<file path="config.mk">
export PLATFORM = sky130hd
export DESIGN_NAME = pmsc_power_ctrl
export DESIGN_NICKNAME = d
export VERILOG_FILES = /design/src/pmsc_pkg.sv /design/src/pmsc_power_ctrl.sv /design/src/pmsc_settle_timer.sv /design/src/pmsc_clk_div.sv
export SDC_FILE = /design/constraint.sdc
export NUM_CORES = 1
export LEC_CHECK = 0
export ABC_AREA = 1
export BUFFER_PORTS_ARGS = -buffer_cell sky130_fd_sc_hd__buf_4
export CELL_PAD_IN_SITES_DETAIL_PLACEMENT = 1
export CELL_PAD_IN_SITES_GLOBAL_PLACEMENT = 2
export CORE_MARGIN = 8
export CORE_UTILIZATION = 33
export DETAILED_ROUTE_END_ITERATION = 12
export PLACE_DENSITY = 0.82
export SLEW_MARGIN = 40
export SYNTH_ARGS = -nofsm -noshare
export SYNTH_HDL_FRONTEND = slang
export SYNTH_SLANG_ARGS = --single-unit
export TNS_END_PERCENT = 10
</file>
<file path="constraint.sdc">
create_clock -name pclk -period 3.6 [get_ports pclk]
set_input_delay 0.72 -clock pclk [delete_from_list [all_inputs] [get_ports pclk]]
set_output_delay 0.72 -clock pclk [all_outputs]
set_load 0.01 [all_outputs]
</file>
<file path="src/pmsc_pkg.sv">
// ----------------------------------------
// power mode and system clock constants
// ----------------------------------------
package pmsc_pkg;
	// register byte offsets
	localparam logic [7:0] OFF_PWR_FIRST = 8'h00;
	localparam logic [7:0] OFF_PWR_SECOND = 8'h04;
	localparam logic [7:0] OFF_REG_CTRL = 8'h08;
	localparam logic [7:0] OFF_CLK_SEL = 8'h0c;
	localparam logic [7:0] OFF_PERIPH_EN = 8'h10;
	localparam logic [7:0] OFF_WAKE_CFG = 8'h14;
	localparam logic [7:0] OFF_STATUS = 8'h18;
	// field positions
	localparam int BIT_IDLE = 0;
	localparam int BIT_STOP = 1;
	localparam int BIT_SUSPEND = 0;
	localparam int BIT_SNOOZE = 1;
	localparam int BIT_STOP_DEPTH = 0;
	localparam int BIT_PRE_24M = 8;
	localparam int BIT_PRE_72M = 9;
	localparam int ST_BIT_IDLE = 0;
	localparam int ST_BIT_SLEEP = 1;
	localparam int ST_BIT_WAKE = 2;
	localparam int ST_BIT_STABLE = 3;
	localparam int ST_BIT_SNOOZE = 4;
	// clock source codes
	localparam logic [2:0] SRC_HF_24M = 3'h0;
	localparam logic [2:0] SRC_HF_72M = 3'h1;
	localparam logic [2:0] SRC_LF_80K = 3'h2;
	localparam logic [2:0] SRC_EXT_RC = 3'h3;
	localparam logic [2:0] SRC_EXT_CMOS = 3'h4;
	localparam logic [2:0] SRC_EXT_XTAL = 3'h5;
	// reset values: 24.5 MHz source divided by 8
	localparam logic [2:0] RST_CLK_SRC = SRC_HF_24M;
	localparam logic [2:0] RST_DIV_EXP = 3'h3;
	localparam logic [7:0] RST_PERIPH_EN = 8'h00;
	localparam logic [3:0] RST_WAKE_CFG = 4'h0;
	// timing
	localparam int CLK_PERIOD_NS = 10;
	localparam int OSC_SETTLE_NS = 1000;
	localparam int OSC_SETTLE_CYCLES = (OSC_SETTLE_NS + CLK_PERIOD_NS - 1) / CLK_PERIOD_NS;
	// power mode states
	typedef enum logic [2:0] {
		PM_NORMAL,
		PM_IDLE,
		PM_SLEEP,
		PM_WAKE,
		PM_STOP,
		PM_SHUTDOWN
	} pmsc_state_t;
endpackage : pmsc_pkg

</file>
<file path="src/pmsc_power_ctrl.sv">
// Overview of operation
// - normal state clocks core and peripherals
// - idle halts core, any interrupt resumes
// - suspend stops clocks, oscillators; normal bias
// - snooze stops clocks, oscillators; low bias
// - sleep wakes on listed events; timers run
// - stop powers down, exits on any reset
// - shutdown exits only on pin/power reset
// - unused peripheral clocks gated off
// - reset clock is 24.5 MHz divided by 8
// - six clock source choices offered
// - divider by power of two, 1 to 128
// - optional 1.5x prescale on fast oscillators
//
// Decided for this implementation: the APB register port and the address map.
`timescale 1ns/1ps
`default_nettype none
module pmsc_power_ctrl #(
	parameter int SETTLE_CYCLES = pmsc_pkg::OSC_SETTLE_CYCLES
) (
	input wire logic pclk,
	input wire logic presetn,
	input wire logic [7:0] paddr,
	input wire logic psel,
	input wire logic penable,
	input wire logic pwrite,
	input wire logic [31:0] pwdata,
	output logic [31:0] prdata,
	output logic pready,
	output logic pslverr,
	input wire logic any_irq,
	input wire logic t4_event,
	input wire logic spi_activity,
	input wire logic i2c_slave_activity,
	input wire logic port_match_pin,
	input wire logic cmp0_pin,
	input wire logic [3:0] config_logic_unit_irq,
	input wire logic other_reset_pin,
	input wire logic osc24_tick,
	input wire logic osc72_tick,
	input wire logic lf_tick,
	input wire logic ext_tick,
	output logic core_clk_en,
	output logic [7:0] periph_clk_en,
	output logic hf_osc_24m_en,
	output logic hf_osc_72m_en,
	output logic lf_timer_run,
	output logic reg_low_bias,
	output logic power_off,
	output logic pin_hold,
	output logic system_clock_tick
);
	import pmsc_pkg::*;

	// ----------------------------------------
	// registers and state
	// ----------------------------------------
	pmsc_state_t state_reg; // power mode
	pmsc_state_t state_next;
	logic [1:0] pwr_first_reg; // idle, stop bits
	logic [1:0] pwr_second_reg; // suspend, snooze bits
	logic stop_depth_reg; // 1 selects shutdown
	logic [2:0] clk_src_reg; // system clock source
	logic [2:0] div_exp_reg; // divider exponent
	logic pre24_reg; // 1.5x on 24.5 MHz
	logic pre72_reg; // 1.5x on 72 MHz
	logic [7:0] periph_en_reg; // peripheral in use
	logic [3:0] wake_cfg_reg; // logic unit wake enables
	logic snooze_reg; // sleep is snooze
	logic [2:0] pm_sync1, pm_sync2; // port match, cmp0, reset
	logic cmp0_last; // for falling edge
	logic osc_stable; // oscillator settled
	logic wake_start; // settle timer kick
	logic wake_any; // any sleep wake event
	logic soft_rst; // other reset in stop
	logic wr_en, rd_setup; // bus strobes
	logic wr_first, wr_second; // mode writes
	logic src_tick, pre_en; // divider input
	logic [31:0] rd_mux; // read data
	logic rd_hit; // mapped address

	// ----------------------------------------
	// input synchronisers
	// ----------------------------------------
	// two flops for port match, comparator, reset pin
	always_ff @(posedge pclk or negedge presetn)
	begin
		if (!presetn)
		begin
			pm_sync1 <= 3'h0;
			pm_sync2 <= 3'h0;
			cmp0_last <= 1'b0;
		end
		else
		begin
			pm_sync1 <= {other_reset_pin, cmp0_pin, port_match_pin};
			pm_sync2 <= pm_sync1;
			cmp0_last <= pm_sync2[1];
		end
	end

	// sleep wake sources
	assign wake_any = t4_event || spi_activity || i2c_slave_activity
		|| pm_sync2[0] || (cmp0_last && !pm_sync2[1])
		|| ((config_logic_unit_irq & wake_cfg_reg) != 4'h0);
	assign soft_rst = (state_reg == PM_STOP) && pm_sync2[2];

	// ----------------------------------------
	// apb slave
	// ----------------------------------------
	assign wr_en = psel && penable && pwrite && pready;
	assign rd_setup = psel && !penable;
	assign wr_first = wr_en && (paddr == OFF_PWR_FIRST);
	assign wr_second = wr_en && (paddr == OFF_PWR_SECOND);

	// read mux over mapped words
	always_comb
	begin
		rd_mux = 32'h0000_0000;
		rd_hit = 1'b1;
		case (paddr)
			OFF_PWR_FIRST: rd_mux[1:0] = pwr_first_reg;
			OFF_PWR_SECOND: rd_mux[1:0] = pwr_second_reg;
			OFF_REG_CTRL: rd_mux[BIT_STOP_DEPTH] = stop_depth_reg;
			OFF_CLK_SEL:
			begin
				rd_mux[2:0] = clk_src_reg;
				rd_mux[6:4] = div_exp_reg;
				rd_mux[BIT_PRE_24M] = pre24_reg;
				rd_mux[BIT_PRE_72M] = pre72_reg;
			end
			OFF_PERIPH_EN: rd_mux[7:0] = periph_en_reg;
			OFF_WAKE_CFG: rd_mux[3:0] = wake_cfg_reg;
			OFF_STATUS:
			begin
				rd_mux[ST_BIT_IDLE] = (state_reg == PM_IDLE);
				rd_mux[ST_BIT_SLEEP] = (state_reg == PM_SLEEP);
				rd_mux[ST_BIT_WAKE] = (state_reg == PM_WAKE);
				rd_mux[ST_BIT_STABLE] = osc_stable;
				rd_mux[ST_BIT_SNOOZE] = snooze_reg;
			end
			default: rd_hit = 1'b0; // unmapped reads zero, error
		endcase
	end

	// answer in the access cycle, no wait states
	always_ff @(posedge pclk or negedge presetn)
	begin
		if (!presetn)
		begin
			prdata <= 32'h0000_0000;
			pslverr <= 1'b0;
			pready <= 1'b0;
		end
		else
		begin
			pready <= 1'b1;
			if (rd_setup)
			begin
				prdata <= pwrite ? 32'h0000_0000 : rd_mux;
				pslverr <= !rd_hit;
			end
		end
	end

	// ----------------------------------------
	// configuration registers
	// ----------------------------------------
	// clock selection, reload on reset
	always_ff @(posedge pclk or negedge presetn)
	begin
		if (!presetn)
		begin
			clk_src_reg <= RST_CLK_SRC;
			div_exp_reg <= RST_DIV_EXP;
			pre24_reg <= 1'b0;
			pre72_reg <= 1'b0;
		end
		else if (soft_rst)
		begin
			clk_src_reg <= RST_CLK_SRC;
			div_exp_reg <= RST_DIV_EXP;
			pre24_reg <= 1'b0;
			pre72_reg <= 1'b0;
		end
		else if (wr_en && paddr == OFF_CLK_SEL)
		begin
			clk_src_reg <= (pwdata[2:0] > SRC_EXT_XTAL) ? clk_src_reg : pwdata[2:0];
			div_exp_reg <= pwdata[6:4];
			pre24_reg <= pwdata[BIT_PRE_24M];
			pre72_reg <= pwdata[BIT_PRE_72M];
		end
	end

	// regulator, peripheral and wake settings
	always_ff @(posedge pclk or negedge presetn)
	begin
		if (!presetn)
		begin
			stop_depth_reg <= 1'b0;
			periph_en_reg <= RST_PERIPH_EN;
			wake_cfg_reg <= RST_WAKE_CFG;
		end
		else if (soft_rst)
		begin
			stop_depth_reg <= 1'b0;
			periph_en_reg <= RST_PERIPH_EN;
			wake_cfg_reg <= RST_WAKE_CFG;
		end
		else if (wr_en)
		begin
			if (paddr == OFF_REG_CTRL)
				stop_depth_reg <= pwdata[BIT_STOP_DEPTH];
			if (paddr == OFF_PERIPH_EN)
				periph_en_reg <= pwdata[7:0];
			if (paddr == OFF_WAKE_CFG)
				wake_cfg_reg <= pwdata[3:0];
		end
	end

	// mode bits: set by write, cleared on the return to the normal state
	always_ff @(posedge pclk or negedge presetn)
	begin
		if (!presetn)
		begin
			pwr_first_reg <= 2'h0;
			pwr_second_reg <= 2'h0;
		end
		else
		begin
			if (wr_first)
				pwr_first_reg <= pwdata[1:0]; // write wins
			else if (state_next == PM_NORMAL)
				pwr_first_reg <= 2'h0;
			if (wr_second)
				pwr_second_reg <= pwdata[1:0];
			else if (state_next == PM_NORMAL)
				pwr_second_reg <= 2'h0;
		end
	end

	// ----------------------------------------
	// power mode state machine
	// ----------------------------------------
	always_comb
	begin
		state_next = state_reg;
		case (state_reg)
			PM_NORMAL:
			begin
				if (wr_first && pwdata[BIT_STOP])
					state_next = stop_depth_reg ? PM_SHUTDOWN : PM_STOP;
				else if (wr_second && (pwdata[BIT_SNOOZE] || pwdata[BIT_SUSPEND]))
					state_next = PM_SLEEP;
				else if (wr_first && pwdata[BIT_IDLE])
					state_next = PM_IDLE;
			end
			PM_IDLE:
				if (any_irq)
					state_next = PM_NORMAL;
			PM_SLEEP:
				if (wake_any)
					state_next = PM_WAKE;
			PM_WAKE:
				if (osc_stable && !wake_start)
					state_next = PM_NORMAL;
			PM_STOP:
				if (soft_rst)
					state_next = PM_NORMAL;
			PM_SHUTDOWN:
				state_next = PM_SHUTDOWN;
			default: state_next = PM_NORMAL;
		endcase
	end

	// state and sleep flavour
	always_ff @(posedge pclk or negedge presetn)
	begin
		if (!presetn)
		begin
			state_reg <= PM_NORMAL;
			snooze_reg <= 1'b0;
			wake_start <= 1'b0;
		end
		else
		begin
			state_reg <= state_next;
			wake_start <= (state_reg == PM_SLEEP) && wake_any;
			if (state_reg == PM_NORMAL && state_next == PM_SLEEP)
				snooze_reg <= pwdata[BIT_SNOOZE];
		end
	end

	// outputs follow the next state
	always_ff @(posedge pclk or negedge presetn)
	begin
		if (!presetn)
		begin
			core_clk_en <= 1'b1;
			periph_clk_en <= 8'h00;
			hf_osc_24m_en <= 1'b1;
			hf_osc_72m_en <= 1'b1;
			lf_timer_run <= 1'b1;
			reg_low_bias <= 1'b0;
			power_off <= 1'b0;
			pin_hold <= 1'b0;
		end
		else
		begin
			core_clk_en <= (state_next == PM_NORMAL);
			periph_clk_en <= (state_next == PM_NORMAL || state_next == PM_IDLE)
				? periph_en_reg : 8'h00;
			hf_osc_24m_en <= (state_next != PM_SLEEP) && (state_next != PM_STOP)
				&& (state_next != PM_SHUTDOWN);
			hf_osc_72m_en <= (state_next != PM_SLEEP) && (state_next != PM_STOP)
				&& (state_next != PM_SHUTDOWN);
			lf_timer_run <= (state_next != PM_STOP) && (state_next != PM_SHUTDOWN);
			reg_low_bias <= (state_next == PM_SLEEP) && ((state_reg == PM_SLEEP)
				? snooze_reg : pwdata[BIT_SNOOZE]);
			power_off <= (state_next == PM_STOP) || (state_next == PM_SHUTDOWN);
			pin_hold <= (state_next == PM_STOP) || (state_next == PM_SHUTDOWN);
		end
	end

	// ----------------------------------------
	// clock source and divider
	// ----------------------------------------
	// source select, stopped 24.5 and 72 MHz oscillators give no ticks
	always_comb
	begin
		src_tick = 1'b0;
		pre_en = 1'b0;
		case (clk_src_reg)
			SRC_HF_24M:
			begin
				src_tick = osc24_tick && hf_osc_24m_en;
				pre_en = pre24_reg;
			end
			SRC_HF_72M:
			begin
				src_tick = osc72_tick && hf_osc_72m_en;
				pre_en = pre72_reg;
			end
			SRC_LF_80K: src_tick = lf_tick;
			SRC_EXT_RC, SRC_EXT_CMOS, SRC_EXT_XTAL: src_tick = ext_tick;
			default: src_tick = 1'b0;
		endcase
	end

	pmsc_clk_div u_div (
		.clk(pclk),
		.rst_n(presetn),
		.src_tick(src_tick),
		.pre_en(pre_en),
		.div_exp(div_exp_reg),
		.tick_out(system_clock_tick)
	);

	pmsc_settle_timer #(
		.CYCLES(SETTLE_CYCLES)
	) u_settle (
		.clk(pclk),
		.rst_n(presetn),
		.start(wake_start),
		.stable(osc_stable)
	);

	// ----------------------------------------
	// checks
	// ----------------------------------------
	a_normal_run: assert property (@(posedge pclk) disable iff (!presetn)
		(state_reg == PM_NORMAL && $past(state_reg) == PM_NORMAL) |-> core_clk_en)
		else $error("core clock off in normal state");
	a_idle_core: assert property (@(posedge pclk) disable iff (!presetn)
		(state_reg == PM_IDLE) |-> (!core_clk_en && periph_clk_en == periph_en_reg))
		else $error("idle clocking wrong");
	a_idle_wake: assert property (@(posedge pclk) disable iff (!presetn)
		(state_reg == PM_IDLE && any_irq) |=> (state_reg == PM_NORMAL && core_clk_en))
		else $error("interrupt did not end idle");
	a_sleep_osc: assert property (@(posedge pclk) disable iff (!presetn)
		(state_reg == PM_SLEEP) |-> (!hf_osc_24m_en && !hf_osc_72m_en && !core_clk_en
		&& reg_low_bias == snooze_reg))
		else $error("sleep oscillators or bias wrong");
	a_sleep_wake: assert property (@(posedge pclk) disable iff (!presetn)
		(state_reg == PM_SLEEP && spi_activity) |=> (state_reg == PM_WAKE && hf_osc_24m_en))
		else $error("sleep did not wake");
	a_wake_settle: assert property (@(posedge pclk) disable iff (!presetn)
		$rose(state_reg == PM_WAKE) |-> (state_reg == PM_WAKE)[*2] ##[0:1000]
		(state_reg == PM_NORMAL && pwr_second_reg == 2'h0))
		else $error("wake did not settle and clear mode");
	a_stop_power: assert property (@(posedge pclk) disable iff (!presetn)
		(state_reg == PM_STOP) |-> (power_off && pin_hold && !core_clk_en))
		else $error("stop not powered down");
	a_shut_hold: assert property (@(posedge pclk) disable iff (!presetn)
		(state_reg == PM_SHUTDOWN) |=> (state_reg == PM_SHUTDOWN && power_off))
		else $error("shutdown left without reset");
	a_mode_prio: assert property (@(posedge pclk) disable iff (!presetn)
		(state_reg == PM_NORMAL && wr_first && pwdata[BIT_STOP] && pwdata[BIT_IDLE])
		|=> (state_reg == PM_STOP || state_reg == PM_SHUTDOWN))
		else $error("stop did not win over idle");
	a_reset_clock: assert property (@(posedge pclk)
		$rose(presetn) |-> (clk_src_reg == SRC_HF_24M && div_exp_reg == 3'h3))
		else $error("reset clock setting wrong");
endmodule : pmsc_power_ctrl
`default_nettype wire

</file>
<file path="src/pmsc_settle_timer.sv">
`timescale 1ns/1ps
`default_nettype none
// ----------------------------------------
// oscillator settle timer
// ----------------------------------------
module pmsc_settle_timer #(
	parameter int CYCLES = 100
) (
	input wire logic clk,
	input wire logic rst_n,
	input wire logic start,
	output logic stable
);
	localparam int CW = $clog2(CYCLES + 1);
	logic [CW-1:0] cnt_reg; // cycles still to wait
	// reload on start, count down, flag when empty
	always_ff @(posedge clk or negedge rst_n)
	begin
		if (!rst_n)
		begin
			cnt_reg <= '0;
			stable <= 1'b1;
		end
		else if (start)
		begin
			cnt_reg <= CW'(CYCLES);
			stable <= 1'b0;
		end
		else if (cnt_reg != '0)
		begin
			cnt_reg <= cnt_reg - 1'b1;
			stable <= (cnt_reg == CW'(1));
		end
	end
endmodule : pmsc_settle_timer
`default_nettype wire

</file>
<file path="src/pmsc_clk_div.sv">
`timescale 1ns/1ps
`default_nettype none
// ----------------------------------------
// system clock divider, as an enable pulse
// ----------------------------------------
module pmsc_clk_div (
	input wire logic clk,
	input wire logic rst_n,
	input wire logic src_tick,
	input wire logic pre_en,
	input wire logic [2:0] div_exp,
	output logic tick_out
);
	logic [1:0] pre_cnt_reg; // 1.5x prescale phase
	logic [6:0] div_cnt_reg; // power of two count
	logic pre_tick;
	logic [6:0] mask;
	// prescaler passes two ticks out of three
	assign pre_tick = src_tick && (!pre_en || pre_cnt_reg != 2'h2);
	assign mask = 7'((8'h01 << div_exp) - 8'h01);
	// prescale phase counter
	always_ff @(posedge clk or negedge rst_n)
	begin
		if (!rst_n)
			pre_cnt_reg <= 2'h0;
		else if (src_tick)
			pre_cnt_reg <= (pre_cnt_reg == 2'h2) ? 2'h0 : pre_cnt_reg + 2'h1;
	end
	// divide by 1..128 and emit one pulse
	always_ff @(posedge clk or negedge rst_n)
	begin
		if (!rst_n)
		begin
			div_cnt_reg <= 7'h00;
			tick_out <= 1'b0;
		end
		else
		begin
			tick_out <= pre_tick && ((div_cnt_reg & mask) == mask);
			if (pre_tick)
				div_cnt_reg <= div_cnt_reg + 7'h01;
		end
	end
endmodule : pmsc_clk_div
`default_nettype wire

</file>
# Word-level counts from Yosys, hierarchy flattened

Cells that the tools add are included.

Add/subtract/negate cells: 4
Order comparisons: 1
Equality and inequality tests: 28
Shift operators: 1
Mux-type cells: 49
Bitwise gates (word level): 2
Reductions and logical operators: 57

Operator list:

| cell                                              | count |
|---|---|
| 2-to-1 mux 3 bit                                  | 12 |
| 2-to-1 mux 8 bit                                  | 4 |
| == test 8 x 5 -> 1 bit (second input constant)    | 3 |
| logical AND 1 bit                                 | 23 |
| == test 3 bit (second input constant)             | 6 |
| one-hot mux 3 bit (6 select lines)                | 1 |
| == test 8 x 4 -> 1 bit (second input constant)    | 2 |
| nonzero test 2 bit                                | 8 |
| == test 3 x 2 -> 1 bit (second input constant)    | 5 |
| 2-to-1 mux 7 bit                                  | 2 |
| subtractor 7 x 1 -> 7 bit (second input constant) | 2 |
| 2-to-1 mux 1 bit                                  | 13 |
| 2-to-1 mux 4 bit                                  | 3 |
| 2-to-1 mux 10 bit                                 | 1 |
| 2-to-1 mux 2 bit                                  | 5 |
| == test 3 x 1 -> 1 bit (second input constant)    | 3 |
| logical NOT 3 bit                                 | 3 |
| logical OR 1 bit                                  | 9 |
| == test 8 x 3 -> 1 bit (second input constant)    | 1 |
| logical NOT 8 bit                                 | 1 |
| one-hot mux 1 bit (4 select lines)                | 2 |
| AND reduction 2 bit                               | 4 |
| adder 7 x 1 -> 7 bit (second input constant)      | 1 |
| bitwise AND 7 bit                                 | 1 |
| other kinds (20)                                  | 27 |

Register bits: 102
Input port bits: 60
Output and inout bits: 50
Word-level logic and storage cells: 171

# Longest topological paths before layout

Depth after elaboration: 12
Mapped depth: 13
Depth with buffers taken out: 13

# Modules after synthesis

From an unflattened synthesis, not the netlist that was laid out.

Cell total of the unflattened synthesis: 484
Area, all modules: 3,997.6 µm²

By module, submodules not included:

| module            | times used | cells each | area an instance (µm²) | sequential area each (µm²) |
|---|---|---|---|---|
| pmsc_power_ctrl   | 1          | 350        | 2,989.1                | 1,557.7 |
| pmsc_clk_div      | 1          | 72         | 533.0                  | 250.2 |
| pmsc_settle_timer | 1          | 62         | 475.5                  | 201.4 |

# Least setup slack after synthesis

Ideal clock, no wire load.

Path kind: in2reg
Start point: in paddr[1]
End point: reg pwr_first_reg[1]
Library setup time: 0.119 ns
Arrival time: 1.771 ns
Required time: 3.481 ns
Path slack: 1.710 ns
Stages: 9
Path buffers: 0
Cell sequence: nor2_2 nand2_1 nor2_4 nand3_2 o21a_1 a21oi_2 nand2_2 nand3_1 nand2_1

Longest elaborated chain between the ends: 9
Elaborated cells between the ends (all ways): 14
Classes of those cells: eq/ne (1); mux (5); reduce/logical (8)

Ends and longest elaborated chain:

| element                            | RTL line               | source |
|---|---|---|
| from (decl)                        | pmsc_power_ctrl.sv:23  | `input wire logic [7:0] paddr,` |
| logical NOT 8 bit                  | pmsc_power_ctrl.sv:113 | `assign wr_first = wr_en && (paddr == OFF_PWR_FIRST);` |
| logical AND 1 bit                  | pmsc_power_ctrl.sv:113 |  |
| logical AND 1 bit                  | pmsc_power_ctrl.sv:255 | `else if (wr_first && pwdata[BIT_IDLE])` |
| 2-to-1 mux 3 bit                   | pmsc_power_ctrl.sv:255 |  |
| 2-to-1 mux 3 bit                   | pmsc_power_ctrl.sv:253 | `else if (wr_second && (pwdata[BIT_SNOOZE] \|\| pwdata[BIT_SUSPEND]))` |
| 2-to-1 mux 3 bit                   | pmsc_power_ctrl.sv:251 | `if (wr_first && pwdata[BIT_STOP])` |
| one-hot mux 3 bit (6 select lines) | pmsc_power_ctrl.sv:248 | `case (state_reg)` |
| logical NOT 3 bit                  | pmsc_power_ctrl.sv:233 | `else if (state_next == PM_NORMAL)` |
| nonzero test 2 bit (no line)       | --                     |  |
| to (signal assigned)               | pmsc_power_ctrl.sv:232 | `pwr_first_reg <= pwdata[1:0];` |
| to (decl)                          | pmsc_power_ctrl.sv:60  | `logic [1:0] pwr_first_reg;` |

Parallel ways exist; a longest one is shown, timed or not.
A chain may end at the register's enable or synchronous reset.

# Worst setup path in the final report

Start point: reg state_reg[2]
End point: reg periph_en_reg[7]

Longest elaborated chain between the ends: 4
Elaborated cells between the ends (all ways): 6
Classes of those cells: eq/ne (1); mux (1); reduce/logical (4)

Ends and longest elaborated chain:

| element                       | RTL line               | source |
|---|---|---|
| from (decl)                   | pmsc_power_ctrl.sv:58  | `pmsc_state_t state_reg;` |
| from (signal assigned)        | pmsc_power_ctrl.sv:287 | `state_reg <= state_next;` |
| == test 3 bit (*)             | pmsc_power_ctrl.sv:106 | `assign soft_rst = (state_reg == PM_STOP) && pm_sync2[2];` |
| logical AND 1 bit (*)         | pmsc_power_ctrl.sv:106 |  |
| nonzero test 2 bit (no line)  | --                     |  |
| AND reduction 2 bit (no line) | --                     |  |
| to (signal assigned)          | pmsc_power_ctrl.sv:215 | `periph_en_reg <= pwdata[7:0];` |
| to (decl)                     | pmsc_power_ctrl.sv:67  | `logic [7:0] periph_en_reg;` |

Every way passes the cells marked *; elsewhere a longest branch is shown, timed or not.

==> qor.yml <==
share_seq_of_total_power_pct: 39.8
use_met3_pct: 4.304
grt_overflow: 0
slew_headroom_pct: 53.56
tns_ps: 0
grt_max_degree: 81
hold_violations: 0
place_inst: 671
reg2regPathDepth: 7
largest_reg_flops: 10
end_kind: "flop"
rsz0062_at_grt: "no"
synth_common_cells: "nand2_1, dfrtp_1, inv_1, nor2_1, o21ai_0"
switching_share_pct: 34.82
hold_class: "in2async"
drv_slew: 0
fin_skew_ps: 10.77
htree_levels: 3
drt-total-wl_mm: 10.89
final_cell_count_no_fill: 688
grt_pass1_wl_mm: 18.15
fmax_mhz: 436.6
postSynthCellCount: 465
clk_latency_ps: 350
pwr-share-comb_pct: 26.8
stdcell_area_mm2: 0.004933
wire_per_inst_um: 15.83
regToRegStartpoint: "state_reg[2]"
row_count: 40
antenna_found_initial: 0
core-area_mm2: 0.01196
cts_setup_buffers: 0
drc: 0
muxShareOfSynthArea_pct: 0
grt_busiest_layer: "met2"
power.internal_w: 0.002004
crit_path_start: "state_reg[2]"
pwr-share-clk_pct: 33.4
p_switching_w: 0.001071
worstPathArrival_ps: 2550
gp_congestion: 0.7743
synth_fa_ha_area_share_pct: 1.559
irDropWorstVdd_v: 0.0002005
viasPerCell: 4.782
diodes: 0
die-area_mm2: 0.01594
grt_util_all_layers_pct: 14.22
syn_area_per_cell_um2: 8.629
p_leak_nw: 2.448
ys_types: 41
regToRegEndpoint: "periph_en_reg[7]"
synth_top_family_by_area: "simple AND/OR/NAND/NOR gates"
synth-edff-count: 0
crit_required_ps: 3850
yosysMostFrequentCell: "nand2_1"
syn2layout_area_growth_pct: 22.95
die_w_um: 126.3
dominantRegCellSynth: "dfrtp_1"
via_count: 3290
cts-hold-fix-buffers: 0
ant_nets: 0
dpl_cell_area_mm2: 0.004574
start_util_pct: 33.55
clk_pin_slew_worst_paths_ps: 70
dp_hpwl_mm: 8.343
setup_viol_count_final: 0
cts_tree: "yes"
cts_resized: 0
tightest_slew_ps: 691.2
critPathLaunchType: "flop"
path_class: "reg2reg"
fin_nets: 601
total_power_w: 0.003075
clk_path_buf_depth: 2
seq_area_frac_synth_pct: 50.08
yosys.area.top_type: "dfrtp_1"
dr.pass1.iters: 4
use_met1_pct: 18.75
cts_made_buffers: 9
cts_sinks: 80
die_y_um: 126.3
p_per_area_mw_per_mm2: 623.2
syn_area_mm2: 0.004013
ioPinCount: 110
yosysWarnings: 0
synth_compound_area_share_pct: 12.60
port_buffers: 65
synth-simple-area-share_pct: 23.26
outcome: "completed"
async_flop_share_pct: 100.0
synthXorXnorAreaFrac_pct: 0.8731
synth_top_cells_by_area: "dfrtp_1, nand2_1, inv_1"
maxCapViolCount: 0
fin_crit_ps: 2291
ys_seq_elements: 80
worst-path-max-fanout: 14
endpoint: "periph_en_reg[7]"
layout-drive-gt1-share_pct: 22.00
drt_iter0_drc: 174
use_met2_pct: 21.56
root_buffer: "clkbuf_16"
grt_pass1_vias: 3543
rrSetupSlack_ps: 1310
yosysTopAreaCellShare_pct: 46.15
finalCritPeriodShare_pct: 63.63
kinds of logic (layout without fill, tap and decap cells):
family	after synthesis	count (layout)
AO/OA/AOI/OAI	83	83
XOR/XNOR	4	4
adder cells (fa/ha/maj)	5	5
buffers and inverters	98	153
flip-flops	80	80
other	2	23
AND/OR/NAND/NOR	193	193
power by group through the flow:
| stage | clock [W] | combinational [W] | sequential (W) |
|---|---|---|---|
| 2_1_floorplan | 0 | 0.000567 | 0.00121 |
| 3_3_place_gp | 0 | 0.000802 | 0.00123 |
| 3_5_place_dp | 0 | 0.000836 | 0.00124 |
| 4_1_cts | 0.00105 | 0.000841 | 0.00122 |
| 5_1_grt | 0.00109 | 0.000940 | 0.00125 |
| 6_report | 0.00103 | 0.000824 | 0.00122 |
cell usage in the layout, fill, tap and decap left out, types with 3 or more instances in the layout:
cell type,count
a211oi_1,3
buf_4,64
o21ai_0,32
dfstp_2,6
nand3_1,28
nor3_1,3
o211ai_1,3
inv_2,4
nand2_1,88
ha_1,5
o22ai_1,5
dfrtp_1,74
xor2_1,4
nand2_2,6
o31ai_1,5
nor2_2,3
clkbuf_16,9
o21ai_1,7
nand4_1,6
nor4_1,4
inv_1,67
a32o_1,3
inv_6,3
nand3_2,4
nor2_1,38
a21oi_1,16
nor2_4,7
conb_1,23
layer usage:
layer,vias up,wire length (µm)
li1,1615,-
met1,1587,5347
met2,77,4825
met3,11,590
met4,0,130
met5,-,0
metrics by stage:
step,setup slack (ps),hold slack (ps),utilization (%)
global route,996.3,207.4,41.24
CTS,1268,351.0,41.01
detailed placement,1310,337.0,38.24
floorplan,1710,331.2,-
finish,1309,208.2,41.24
global placement,1328,334.3,38.21
area by class of cell:
type                    count  area (µm²)
inverters                  71       266.5
clock inverters             7       106.4
well taps                 147       183.9
clock buffers               9       225.2
multi-input cells         308        1623
fillers                  1434        7028
repair buffers             66       519.2
flip-flops and latches     80        2009
how the worst min path moves through the flow:
stage	startpoint	to	slack [ps]	cells after the start
2_1_floorplan	pm_sync1[0]	pm_sync2[0]	330	0
3_3_place_gp	pm_sync1[1]	pm_sync2[1]	330	0
3_5_place_dp	pm_sync1[2]	pm_sync2[2]	340	0
4_1_cts	pm_sync1[2]	pm_sync2[2]	350	0
5_1_grt	presetn	pready	210	1
6_report	presetn	periph_clk_en[7]	210	1
worst max-delay path, stage by stage (launching register included):
cell     delay [ps]
dfrtp_1         410
inv_1           140
nor2_1           60
nand2_1         400
inv_1           220
nor2_1          590
inv_1           150
o21ai_0         220
(Power assumes the default switching activity.)
